## src/rtl/pmrs_pkg.sv

```systemverilog
// Package of constants and types shared by the macrocell reset and security block.
package pmrs_pkg;

   // ----------------------------------------------------------------
   // Sizes
   // ----------------------------------------------------------------
   localparam int NUM_CELLS     = 8;
   localparam int SIG_BITS      = 64;
   localparam int SIG_WORDS     = 2;

   // ----------------------------------------------------------------
   // Timing
   // ----------------------------------------------------------------
   localparam int CLK_PERIOD_NS = 50;
   localparam int RESET_TIME_NS = 1000;
   localparam int RESET_CYCLES  = (RESET_TIME_NS + CLK_PERIOD_NS - 1) / CLK_PERIOD_NS;

   // ----------------------------------------------------------------
   // Register byte addresses (word index times four)
   // ----------------------------------------------------------------
   localparam logic [5:0] ADDR_CTRL     = 6'h00;
   localparam logic [5:0] ADDR_CELLCFG  = 6'h04;
   localparam logic [5:0] ADDR_PRELOAD  = 6'h08;
   localparam logic [5:0] ADDR_STATE    = 6'h0C;
   localparam logic [5:0] ADDR_SIG_LO   = 6'h10;
   localparam logic [5:0] ADDR_SIG_HI   = 6'h14;
   localparam logic [5:0] ADDR_PATTERN  = 6'h18;
   localparam logic [5:0] ADDR_STATUS   = 6'h1C;

   // ----------------------------------------------------------------
   // Control register fields, unmapped read value and pattern reset value
   // ----------------------------------------------------------------
   localparam int CTRL_MODE_LSB = 0;
   localparam int CTRL_SECURE   = 4;
   localparam logic [31:0] UNMAPPED_READ = 32'h0000_0000;
   localparam logic [31:0] PATTERN_RESET = 32'h0000_0000;

   // Global operating mode.
   typedef enum logic [1:0] {PMRS_MODE_SIMPLE, PMRS_MODE_COMPLEX, PMRS_MODE_REGISTERED}
      pmrs_mode_e;

   // Per-cell function.
   typedef enum logic [1:0] {PMRS_CELL_REG, PMRS_CELL_BIDIR, PMRS_CELL_COMB, PMRS_CELL_INPUT}
      pmrs_cell_e;

endpackage

```

## src/rtl/pmrs_cell_if.sv

```systemverilog
// Interface that carries macrocell terms and configuration into the cell bank.
`timescale 1ns/1ps
`default_nettype none
interface pmrs_cell_if;
   import pmrs_pkg::*;
   logic [NUM_CELLS-1:0]   sum_term;
   logic [NUM_CELLS-1:0]   oe_term;
   logic [2*NUM_CELLS-1:0] cell_cfg;
   logic [1:0]             mode;
   logic                   oe_pin_n;
   logic                   clk_rise;
   logic                   preload;
   logic [NUM_CELLS-1:0]   preload_val;
   logic                   clear;
   logic [NUM_CELLS-1:0]   reg_state;
   logic [NUM_CELLS-1:0]   pin_o;
   logic [NUM_CELLS-1:0]   pin_oe_n;
   modport ctl  (output sum_term, oe_term, cell_cfg, mode, oe_pin_n, clk_rise, preload,
                 preload_val, clear, input reg_state, pin_o, pin_oe_n);
   modport bank (input sum_term, oe_term, cell_cfg, mode, oe_pin_n, clk_rise, preload,
                 preload_val, clear, output reg_state, pin_o, pin_oe_n);
endinterface
`default_nettype wire

```

## src/rtl/pmrs_cell_bank.sv

```systemverilog
// Bank of eight configurable macrocells with their registers and drivers.
`timescale 1ns/1ps
`default_nettype none
module pmrs_cell_bank
   import pmrs_pkg::*;
(
   input  wire logic clk,
   input  wire logic rst_n,
   pmrs_cell_if.bank cif
);

   typedef struct packed
   {
      logic [NUM_CELLS-1:0] cells_q;
   } pmrs_bank_s;

   pmrs_bank_s s_q;
   pmrs_bank_s s_d;

   // Register update: clear wins, then preload, then a clock-pin rising edge.
   always_comb
   begin
      s_d = s_q;
      if (cif.clear)
      begin
         s_d.cells_q = '0;
      end
      else if (cif.preload)
      begin
         s_d.cells_q = cif.preload_val;
      end
      else if (cif.clk_rise)
      begin
         s_d.cells_q = cif.sum_term;
      end
   end

   always_ff @(posedge clk or negedge rst_n)
   begin
      if (!rst_n)
      begin
         s_q <= '0;
      end
      else
      begin
         s_q <= s_d;
      end
   end

   // Drivers per cell; enables are active low and a pin not driven reads high.
   always_comb
   begin
      for (int i = 0; i < NUM_CELLS; i++)
      begin
         cif.pin_o[i]    = 1'b1;
         cif.pin_oe_n[i] = 1'b1;
         case (pmrs_cell_e'(cif.cell_cfg[2*i +: 2]))
            PMRS_CELL_REG:
            begin
               if (pmrs_mode_e'(cif.mode) == PMRS_MODE_REGISTERED)
               begin
                  cif.pin_o[i]    = ~s_q.cells_q[i];
                  cif.pin_oe_n[i] = cif.oe_pin_n;
               end
               else
               begin
                  cif.pin_o[i]    = cif.sum_term[i];
                  cif.pin_oe_n[i] = 1'b0;
               end
            end
            PMRS_CELL_BIDIR, PMRS_CELL_COMB:
            begin
               cif.pin_o[i] = cif.sum_term[i];
               // Simple mode has no product-term enable; the cell always drives.
               if (pmrs_mode_e'(cif.mode) == PMRS_MODE_SIMPLE)
               begin
                  cif.pin_oe_n[i] = 1'b0;
               end
               else
               begin
                  cif.pin_oe_n[i] = ~cif.oe_term[i];
               end
            end
            PMRS_CELL_INPUT:
            begin
               cif.pin_oe_n[i] = 1'b1;
            end
            default:
            begin
               cif.pin_oe_n[i] = 1'b1;
            end
         endcase
      end
   end

   assign cif.reg_state = s_q.cells_q;

endmodule
`default_nettype wire

```

## src/rtl/pmrs_top.sv

```systemverilog
// Top of the macrocell reset, preload and security block with its Avalon-MM slave.
//
// Summary of operation
// - After power-up reset, every macrocell register is cleared low without a pin.
// - Registered outputs drive the inverted register, so they read high after reset.
// - Preload forces each macrocell register individually high or low.
// - A 64-bit user signature stays readable regardless of the security fuse.
// - With the security fuse set, pattern verify reads and preloads are refused.
// - Undriven inputs and bidirectional pins read high through weak pull-ups.
// - Each of eight cells is registered, bidirectional, combinatorial or input.
// - Exactly one global mode applies: registered, complex or simple.
// - In registered mode, register cells use clock pin and common enable pin.
// - Combinatorial cells in registered mode use one product-term enable, seven sum.
// - A dedicated input cell keeps its output driver permanently disabled.
//
// Decided for this implementation: the register offsets and the Avalon-MM interface to the registers.
`timescale 1ns/1ps
`default_nettype none
module pmrs_top
   import pmrs_pkg::*;
(
   input  wire logic                 CLK,
   input  wire logic                 NRST,
   input  wire logic [5:0]           AVS_ADDRESS,
   input  wire logic                 AVS_READ,
   input  wire logic                 AVS_WRITE,
   input  wire logic [31:0]          AVS_WRITEDATA,
   input  wire logic [3:0]           AVS_BYTEENABLE,
   output logic      [31:0]          AVS_READDATA,
   output logic                      AVS_WAITREQUEST,
   input  wire logic                 PIN_CLK,
   input  wire logic                 PIN_OE_N,
   input  wire logic [NUM_CELLS-1:0] SUM_TERM,
   input  wire logic [NUM_CELLS-1:0] OE_TERM,
   input  wire logic [NUM_CELLS-1:0] IO_I,
   input  wire logic [NUM_CELLS-1:0] IO_DRIVEN,
   output logic      [NUM_CELLS-1:0] IO_O,
   output logic      [NUM_CELLS-1:0] IO_OE_N,
   output logic      [NUM_CELLS-1:0] ARRAY_FB,
   output logic                      RESET_BUSY
);

   typedef struct packed
   {
      logic [1:0]             mode_q;
      logic                   secure_q;
      logic [2*NUM_CELLS-1:0] cfg_q;
      logic [SIG_BITS-1:0]    sig_q;
      logic [31:0]            pattern_q;
      logic [15:0]            por_cnt_q;
      logic                   por_busy_q;
      logic                   preload_q;
      logic [NUM_CELLS-1:0]   preload_val_q;
      logic                   refused_q;
      logic                   ack_q;
      logic [31:0]            rdata_q;
      logic [1:0]             clk_sync_q;
      logic                   clk_prev_q;
      logic [1:0]             oe_sync_q;
      logic [2*NUM_CELLS-1:0] io_sync_q;
   } pmrs_top_s;

   pmrs_top_s s_q;
   pmrs_top_s s_d;
   logic [1:0] rst_sync_q;
   logic       rst_n;

   pmrs_cell_if cif ();

   // Reset release through two flip-flops; assert is asynchronous.
   always_ff @(posedge CLK or negedge NRST)
   begin
      if (!NRST)
      begin
         rst_sync_q <= 2'b00;
      end
      else
      begin
         rst_sync_q <= {rst_sync_q[0], 1'b1};
      end
   end
   assign rst_n = rst_sync_q[1];

   // Merge byte lanes of a write into an old word.
   function automatic logic [31:0] merge_bytes(input logic [31:0] old_w,
                                              input logic [31:0] new_w,
                                              input logic [3:0]  be);
      logic [31:0] r;
      r = old_w;
      for (int b = 0; b < 4; b++)
      begin
         if (be[b])
         begin
            r[8*b +: 8] = new_w[8*b +: 8];
         end
      end
      return r;
   endfunction

   logic [NUM_CELLS-1:0] pin_in;
   logic                 clk_rise;

   // Undriven pins are resolved high before synchronising.
   assign pin_in = IO_I | ~IO_DRIVEN;

   // Next-state logic: synchronisers, power-up timer, bus slave.
   always_comb
   begin
      logic [31:0] wd;
      logic        acc;
      wd = 32'h0000_0000;
      acc = (AVS_READ | AVS_WRITE) & ~s_q.ack_q;
      s_d = s_q;
      s_d.clk_sync_q = {s_q.clk_sync_q[0], PIN_CLK};
      s_d.clk_prev_q = s_q.clk_sync_q[1];
      s_d.oe_sync_q  = {s_q.oe_sync_q[0], PIN_OE_N};
      s_d.io_sync_q  = {s_q.io_sync_q[NUM_CELLS-1:0], pin_in};
      s_d.preload_q  = 1'b0;
      s_d.ack_q      = 1'b0;
      // The timer hides the clock pin while the reset interval runs.
      if (s_q.por_busy_q)
      begin
         if (s_q.por_cnt_q == 16'(RESET_CYCLES - 1))
         begin
            s_d.por_busy_q = 1'b0;
         end
         s_d.por_cnt_q = s_q.por_cnt_q + 16'h0001;
      end
      if (acc)
      begin
         s_d.ack_q   = 1'b1;
         s_d.rdata_q = UNMAPPED_READ;
         case (AVS_ADDRESS)
            ADDR_CTRL:
            begin
               s_d.rdata_q = {27'h000_0000, s_q.secure_q, 2'b00, s_q.mode_q};
               if (AVS_WRITE)
               begin
                  wd = merge_bytes(s_d.rdata_q, AVS_WRITEDATA, AVS_BYTEENABLE);
                  // Reserved encoding is ignored so one valid mode always stands.
                  if (wd[CTRL_MODE_LSB +: 2] != 2'b11)
                  begin
                     s_d.mode_q = wd[CTRL_MODE_LSB +: 2];
                  end
                  // The fuse only sets; nothing but reset clears it.
                  s_d.secure_q = s_q.secure_q | wd[CTRL_SECURE];
               end
            end
            ADDR_CELLCFG:
            begin
               s_d.rdata_q = {16'h0000, s_q.cfg_q};
               if (AVS_WRITE)
               begin
                  wd = merge_bytes(s_d.rdata_q, AVS_WRITEDATA, AVS_BYTEENABLE);
                  s_d.cfg_q = wd[2*NUM_CELLS-1:0];
               end
            end
            ADDR_PRELOAD:
            begin
               if (AVS_WRITE)
               begin
                  if (s_q.secure_q)
                  begin
                     s_d.refused_q = 1'b1;
                  end
                  else
                  begin
                     s_d.preload_q     = 1'b1;
                     s_d.preload_val_q = AVS_WRITEDATA[NUM_CELLS-1:0];
                  end
               end
            end
            ADDR_STATE:
            begin
               s_d.rdata_q = {24'h00_0000, cif.reg_state};
            end
            ADDR_SIG_LO, ADDR_SIG_HI:
            begin
               // Signature readable always, secured or not.
               s_d.rdata_q = AVS_ADDRESS[2] ? s_q.sig_q[63:32] : s_q.sig_q[31:0];
               if (AVS_WRITE && !s_q.secure_q)
               begin
                  if (AVS_ADDRESS[2])
                  begin
                     s_d.sig_q[63:32] = merge_bytes(s_q.sig_q[63:32], AVS_WRITEDATA,
                                                    AVS_BYTEENABLE);
                  end
                  else
                  begin
                     s_d.sig_q[31:0] = merge_bytes(s_q.sig_q[31:0], AVS_WRITEDATA,
                                                   AVS_BYTEENABLE);
                  end
               end
            end
            ADDR_PATTERN:
            begin
               if (s_q.secure_q)
               begin
                  s_d.rdata_q = 32'h0000_0000;
                  s_d.refused_q = s_q.refused_q | AVS_READ;
               end
               else
               begin
                  s_d.rdata_q = s_q.pattern_q;
                  if (AVS_WRITE)
                  begin
                     s_d.pattern_q = merge_bytes(s_q.pattern_q, AVS_WRITEDATA,
                                                 AVS_BYTEENABLE);
                  end
               end
            end
            ADDR_STATUS:
            begin
               s_d.rdata_q = {29'h0000_0000, s_q.refused_q, s_q.secure_q, s_q.por_busy_q};
               if (AVS_WRITE && AVS_BYTEENABLE[0] && AVS_WRITEDATA[2])
               begin
                  s_d.refused_q = 1'b0;
               end
            end
            default:
            begin
               s_d.rdata_q = UNMAPPED_READ;
            end
         endcase
      end
   end

   // All state but the reset synchroniser lives in one struct; the timer restarts on every reset.
   always_ff @(posedge CLK or negedge rst_n)
   begin
      if (!rst_n)
      begin
         s_q            <= '0;
         s_q.mode_q     <= PMRS_MODE_REGISTERED;
         s_q.pattern_q  <= PATTERN_RESET;
         s_q.por_busy_q <= 1'b1;
         s_q.clk_sync_q <= 2'b00;
         s_q.oe_sync_q  <= 2'b11;
      end
      else
      begin
         s_q <= s_d;
      end
   end

   // Clock-pin edges during the reset interval are discarded.
   assign clk_rise = s_q.clk_sync_q[1] & ~s_q.clk_prev_q & ~s_q.por_busy_q;

   assign cif.sum_term    = SUM_TERM;
   assign cif.oe_term     = OE_TERM;
   assign cif.cell_cfg    = s_q.cfg_q;
   assign cif.mode        = s_q.mode_q;
   assign cif.oe_pin_n    = s_q.oe_sync_q[1];
   assign cif.clk_rise    = clk_rise;
   assign cif.preload     = s_q.preload_q;
   assign cif.preload_val = s_q.preload_val_q;
   assign cif.clear       = s_q.por_busy_q;

   pmrs_cell_bank u_bank
   (
      .clk   (CLK),
      .rst_n (rst_n),
      .cif   (cif)
   );

   // Outputs.
   assign IO_O            = cif.pin_o;
   assign IO_OE_N         = cif.pin_oe_n;
   assign ARRAY_FB        = s_q.io_sync_q[2*NUM_CELLS-1:NUM_CELLS];
   assign RESET_BUSY      = s_q.por_busy_q;
   assign AVS_READDATA    = s_q.rdata_q;
   assign AVS_WAITREQUEST = (AVS_READ | AVS_WRITE) & ~s_q.ack_q;

endmodule
`default_nettype wire

```

## config.mk

```make
export PLATFORM = sky130hd
export DESIGN_NAME = pmrs_top
export DESIGN_NICKNAME = d
export VERILOG_FILES = /design/src/rtl/pmrs_pkg.sv /design/src/rtl/pmrs_cell_if.sv /design/src/rtl/pmrs_cell_bank.sv /design/src/rtl/pmrs_top.sv
export SDC_FILE = /design/constraint.sdc
export NUM_CORES = 1
export LEC_CHECK = 0
export BUFFER_PORTS_ARGS = -buffer_cell sky130_fd_sc_hd__buf_2
export CAP_MARGIN = 25
export CORE_MARGIN = 2
export CORE_UTILIZATION = 45
export DETAILED_ROUTE_END_ITERATION = 12
export GPL_ROUTABILITY_DRIVEN = 0
export PLACE_DENSITY = 0.65
export SLEW_MARGIN = 5
export SYNTH_ARGS = -nofsm -noshare
export SYNTH_HDL_FRONTEND = slang
export SYNTH_SLANG_ARGS = --single-unit
```

## constraint.sdc

```tcl
create_clock -name CLK -period 7.5 [get_ports CLK]
set_clock_uncertainty 0.2 [all_clocks]
set_input_delay 2.25 -clock CLK [delete_from_list [all_inputs] [get_ports CLK]]
set_output_delay 2.25 -clock CLK [all_outputs]
set_load 0.005 [all_outputs]
```

==> impl_metrics.toml <==
[synth]
avgSynthCellArea_um2 = 11.6
synth_xor_area_share_pct = 1.37
netlist_area_um2 = 9570
synth-warning-count = 0
ys_seq_area_share_pct = 53.9
ys_ff_latch = 206
synth_mux_area_share_pct = 16.6
synth-compound-area-share_pct = 9.62
synth_cell_types = 53
async_reset_ff_share_pct = 100
synth-adder-area-share_pct = 2.22
syn_nets = 924
postSynthCellCount = 827
synth-simple-area-share_pct = 10.1
synth_edf_count = 0
synthFlopType = "dfrtp_1"
synth_top_family_by_area = "multiplexers"

[setup_path]
worst_path_largest_cell_delay_ns = 0.29
crit_family = "compound AO/OA/AOI/OAI gates"
cp-start-kind = "input port"
endpoint = "IO_O[6]"
critPathBufInv = 2
cp_slowest_cell = "a221o_1"
end_kind = "primary output"
ff2ff_path_depth = 5
cp_cell_sequence = "buf_2 > nor2_1 > a21oi_1 > a221o_1 > buf_2"
arrival_ns = 2.94
rrSetupSlack_ns = 4.87
path_common_cell = "buf_2"
r2r_start = "s_q[53]$_DFF_PN0_"
startpoint = "SUM_TERM[6]"
regToRegEndpoint = "s_q[123]$_DFFE_PN0P_"
worstPathMaxFanout = 3
required_ns = 5.05
cp.depth = 5
path_class = "input port to primary output"

[layout]
fill_cells = 1894
final_nets = 1018
fin_cells = 1213
regArea_um2 = 5160
final_util_pct = 52.7
drive_above_1_share_pct = 33.3
most-common-layout-cells = "dfrtp_1 (201), buf_2 (137), mux2_2 (107)"
synthToLayoutAreaGrowth_pct = 15.4
final_common_cell = "dfrtp_1"
multi_input_area_um2 = 3840

[cts]
cts_tree = "built"
numCtsBuffers = 24
cts.clk_slew.worst_paths_ns = 0.05
insertion_delay_ns = 0.51
cts.sinks = 206
post_cts_buffers = 0
htreeDepth = 1
cts_hold_buf = 0
cts_resized = 0
cts.root.buffer_cell = "clkbuf_16"
clockBufferDepth = 3

[pwr]
total_power_mw = 2.68
seqPwrFrac_pct = 45.8
p_int_mw = 2.05
power.density_nw_per_um2 = 243
power_frac_clock_pct = 44.8
power.share.switching_pct = 23.6
leakage_nw = 5.41
vdd.ir_drop.worst_v = 0.000134
p_comb_share_pct = 9.5
power_switching_uw = 633

[detailed_routing]
drt_iter0_markers = 340
wl_um = 22100
vias_per_cell = 5.32
vias = 6448
dr.pass1.iters = 4
ant_nets = 0
drc = 0
post_drt_wl_per_cell_um = 18.2

[timing]
fin_crit_ns = 5.39
setup_viol = 0
hold_slack_ns = 0.144
final_max_slew_viol_count = 0
hold_violations = 0
rsz0062_at_grt = "false"
max_freq_ghz = 0.185
maxSlewHeadroom_pct = 43.1
tns_ns = 0
worstMarginPinSlew_ns = 0.853
fin_crit_sh_pct = 71.9

[floorplanning]
die_h_um = 150
die_w_um = 150
io_pins = 138
die-area_um2 = 22500
initial_core_util_pct = 45.7
rows = 53
core_um2 = 21000

[placement]
dp.cells = 1170
dpl.hpwl_um = 15100
io_buffers = 137

[grt]
track_usage_pct = 20.1
grt_pass1_vias = 6397
grt_max_degree = 146
overflow = 0
grt_pass1_wl_um = 35200
antenna_found_initial = 2

[outcome]
status = "completed"

[min_path]
hold_path_startpoint = "s_d[10]$_DFF_PN0_"
hold_class = "flip-flop to flip-flop"

[flow_run]
max-cap-violations = 0
==> flip-flops by register name, summed over array words and instances, names as in the netlist <==
name and cells:
s_q 116, ARRAY_FB 8, cif.mode 2, AVS_READDATA 32
cif.preload_val 8, rst_sync_q 2, RESET_BUSY 1, cif.cell_cfg 16
cif.preload 1, cif.oe_pin_n 1, u_bank.cif.reg_state 8, s_d 11
==> worst min path at each step <==
stage,endpoint,slack (ns),cells past startpoint
CTS,ARRAY_FB[2]$_DFF_PN0_,0.15,0
detailed placement,ARRAY_FB[2]$_DFF_PN0_,0.14,0
finish,ARRAY_FB[2]$_DFF_PN0_,0.14,0
global route,ARRAY_FB[5]$_DFF_PN0_,0.15,0
floorplan,ARRAY_FB[0]$_DFF_PN0_,0.13,0
global placement,ARRAY_FB[3]$_DFF_PN0_,0.13,0
==> through the flow <==
| step | setup slack [ns] | instance area [µm²] |
|---|---|---|
| 5_1_grt | 2.06 | 11000 |
| 3_3_place_gp | 2.11 | 10200 |
| 3_5_place_dp | 2.11 | 10200 |
| 6_report | 2.11 | 11100 |
| 4_1_cts | 2.11 | 11000 |
| 2_1_floorplan | 1.14 | 9570 |
==> power by group through the flow <==
| stage | sequential, mW | combinational (mW) | clock (mW) |
|---|---|---|---|
| after global placement | 1.25 | 0.254 | 0 |
| after CTS | 1.23 | 0.258 | 1.23 |
| after floorplan | 1.24 | 0.157 | 0 |
| after detailed placement | 1.25 | 0.256 | 0 |
| final | 1.23 | 0.254 | 1.20 |
| after global routing | 1.24 | 0.285 | 1.26 |
==> cell usage after synthesis (all sizes together) (3+ instances only) <==
library cell  count  share of area, %
and3              9              0.59
a22oi             3              0.24
and4              4              0.37
nor2b             4              0.26
a211oi            3              0.24
nand2            70               2.8
a221oi           13               1.2
o31ai             8              0.63
nand4             7              0.65
a221o             7              0.73
xnor2            13               1.2
a31oi            11              0.72
mux2i            38               4.0
nor3              6              0.67
clkbuf           18              0.72
nor4b             3              0.43
buf              60               4.3
ha               17               2.2
mux2            107                13
nand2b           11              0.72
inv              29               1.1
dfrtp           202                53
nand3            12              0.84
dfstp             4               1.1
nor2             46               1.8
a21oi            43               2.2
o21ai            57               3.0
==> cells by family after synthesis <==
kind of cell	after synthesis
mux	145
simple gates	182
xor+xnor	15
other cells	1
fa+ha+maj	17
buf+inv	108
flops	206
compound gates	153
==> final cells by class <==
class                   count  share of cell area (%)
flip-flops and latches    206                    46.7
multi-input cells         513                    34.8
repair buffers            146                    6.93
clock buffers              35                    6.45
well taps                 275                    3.11
inverters                  30                    1.02
clock inverters             6                   0.951
diodes                      2                  0.0453
==> routing by layer <==
layer  GRT usage (%)  vias to the layer above  part of all wire (%)
li1                -                     3066                     -
met1            28.7                     3185                    47
met2            31.5                      162                    45
met3            3.66                       35                   5.1
met4            5.42                        0                   2.3
met5               0                        -                     0
Power figures use the tool's default switching activity.
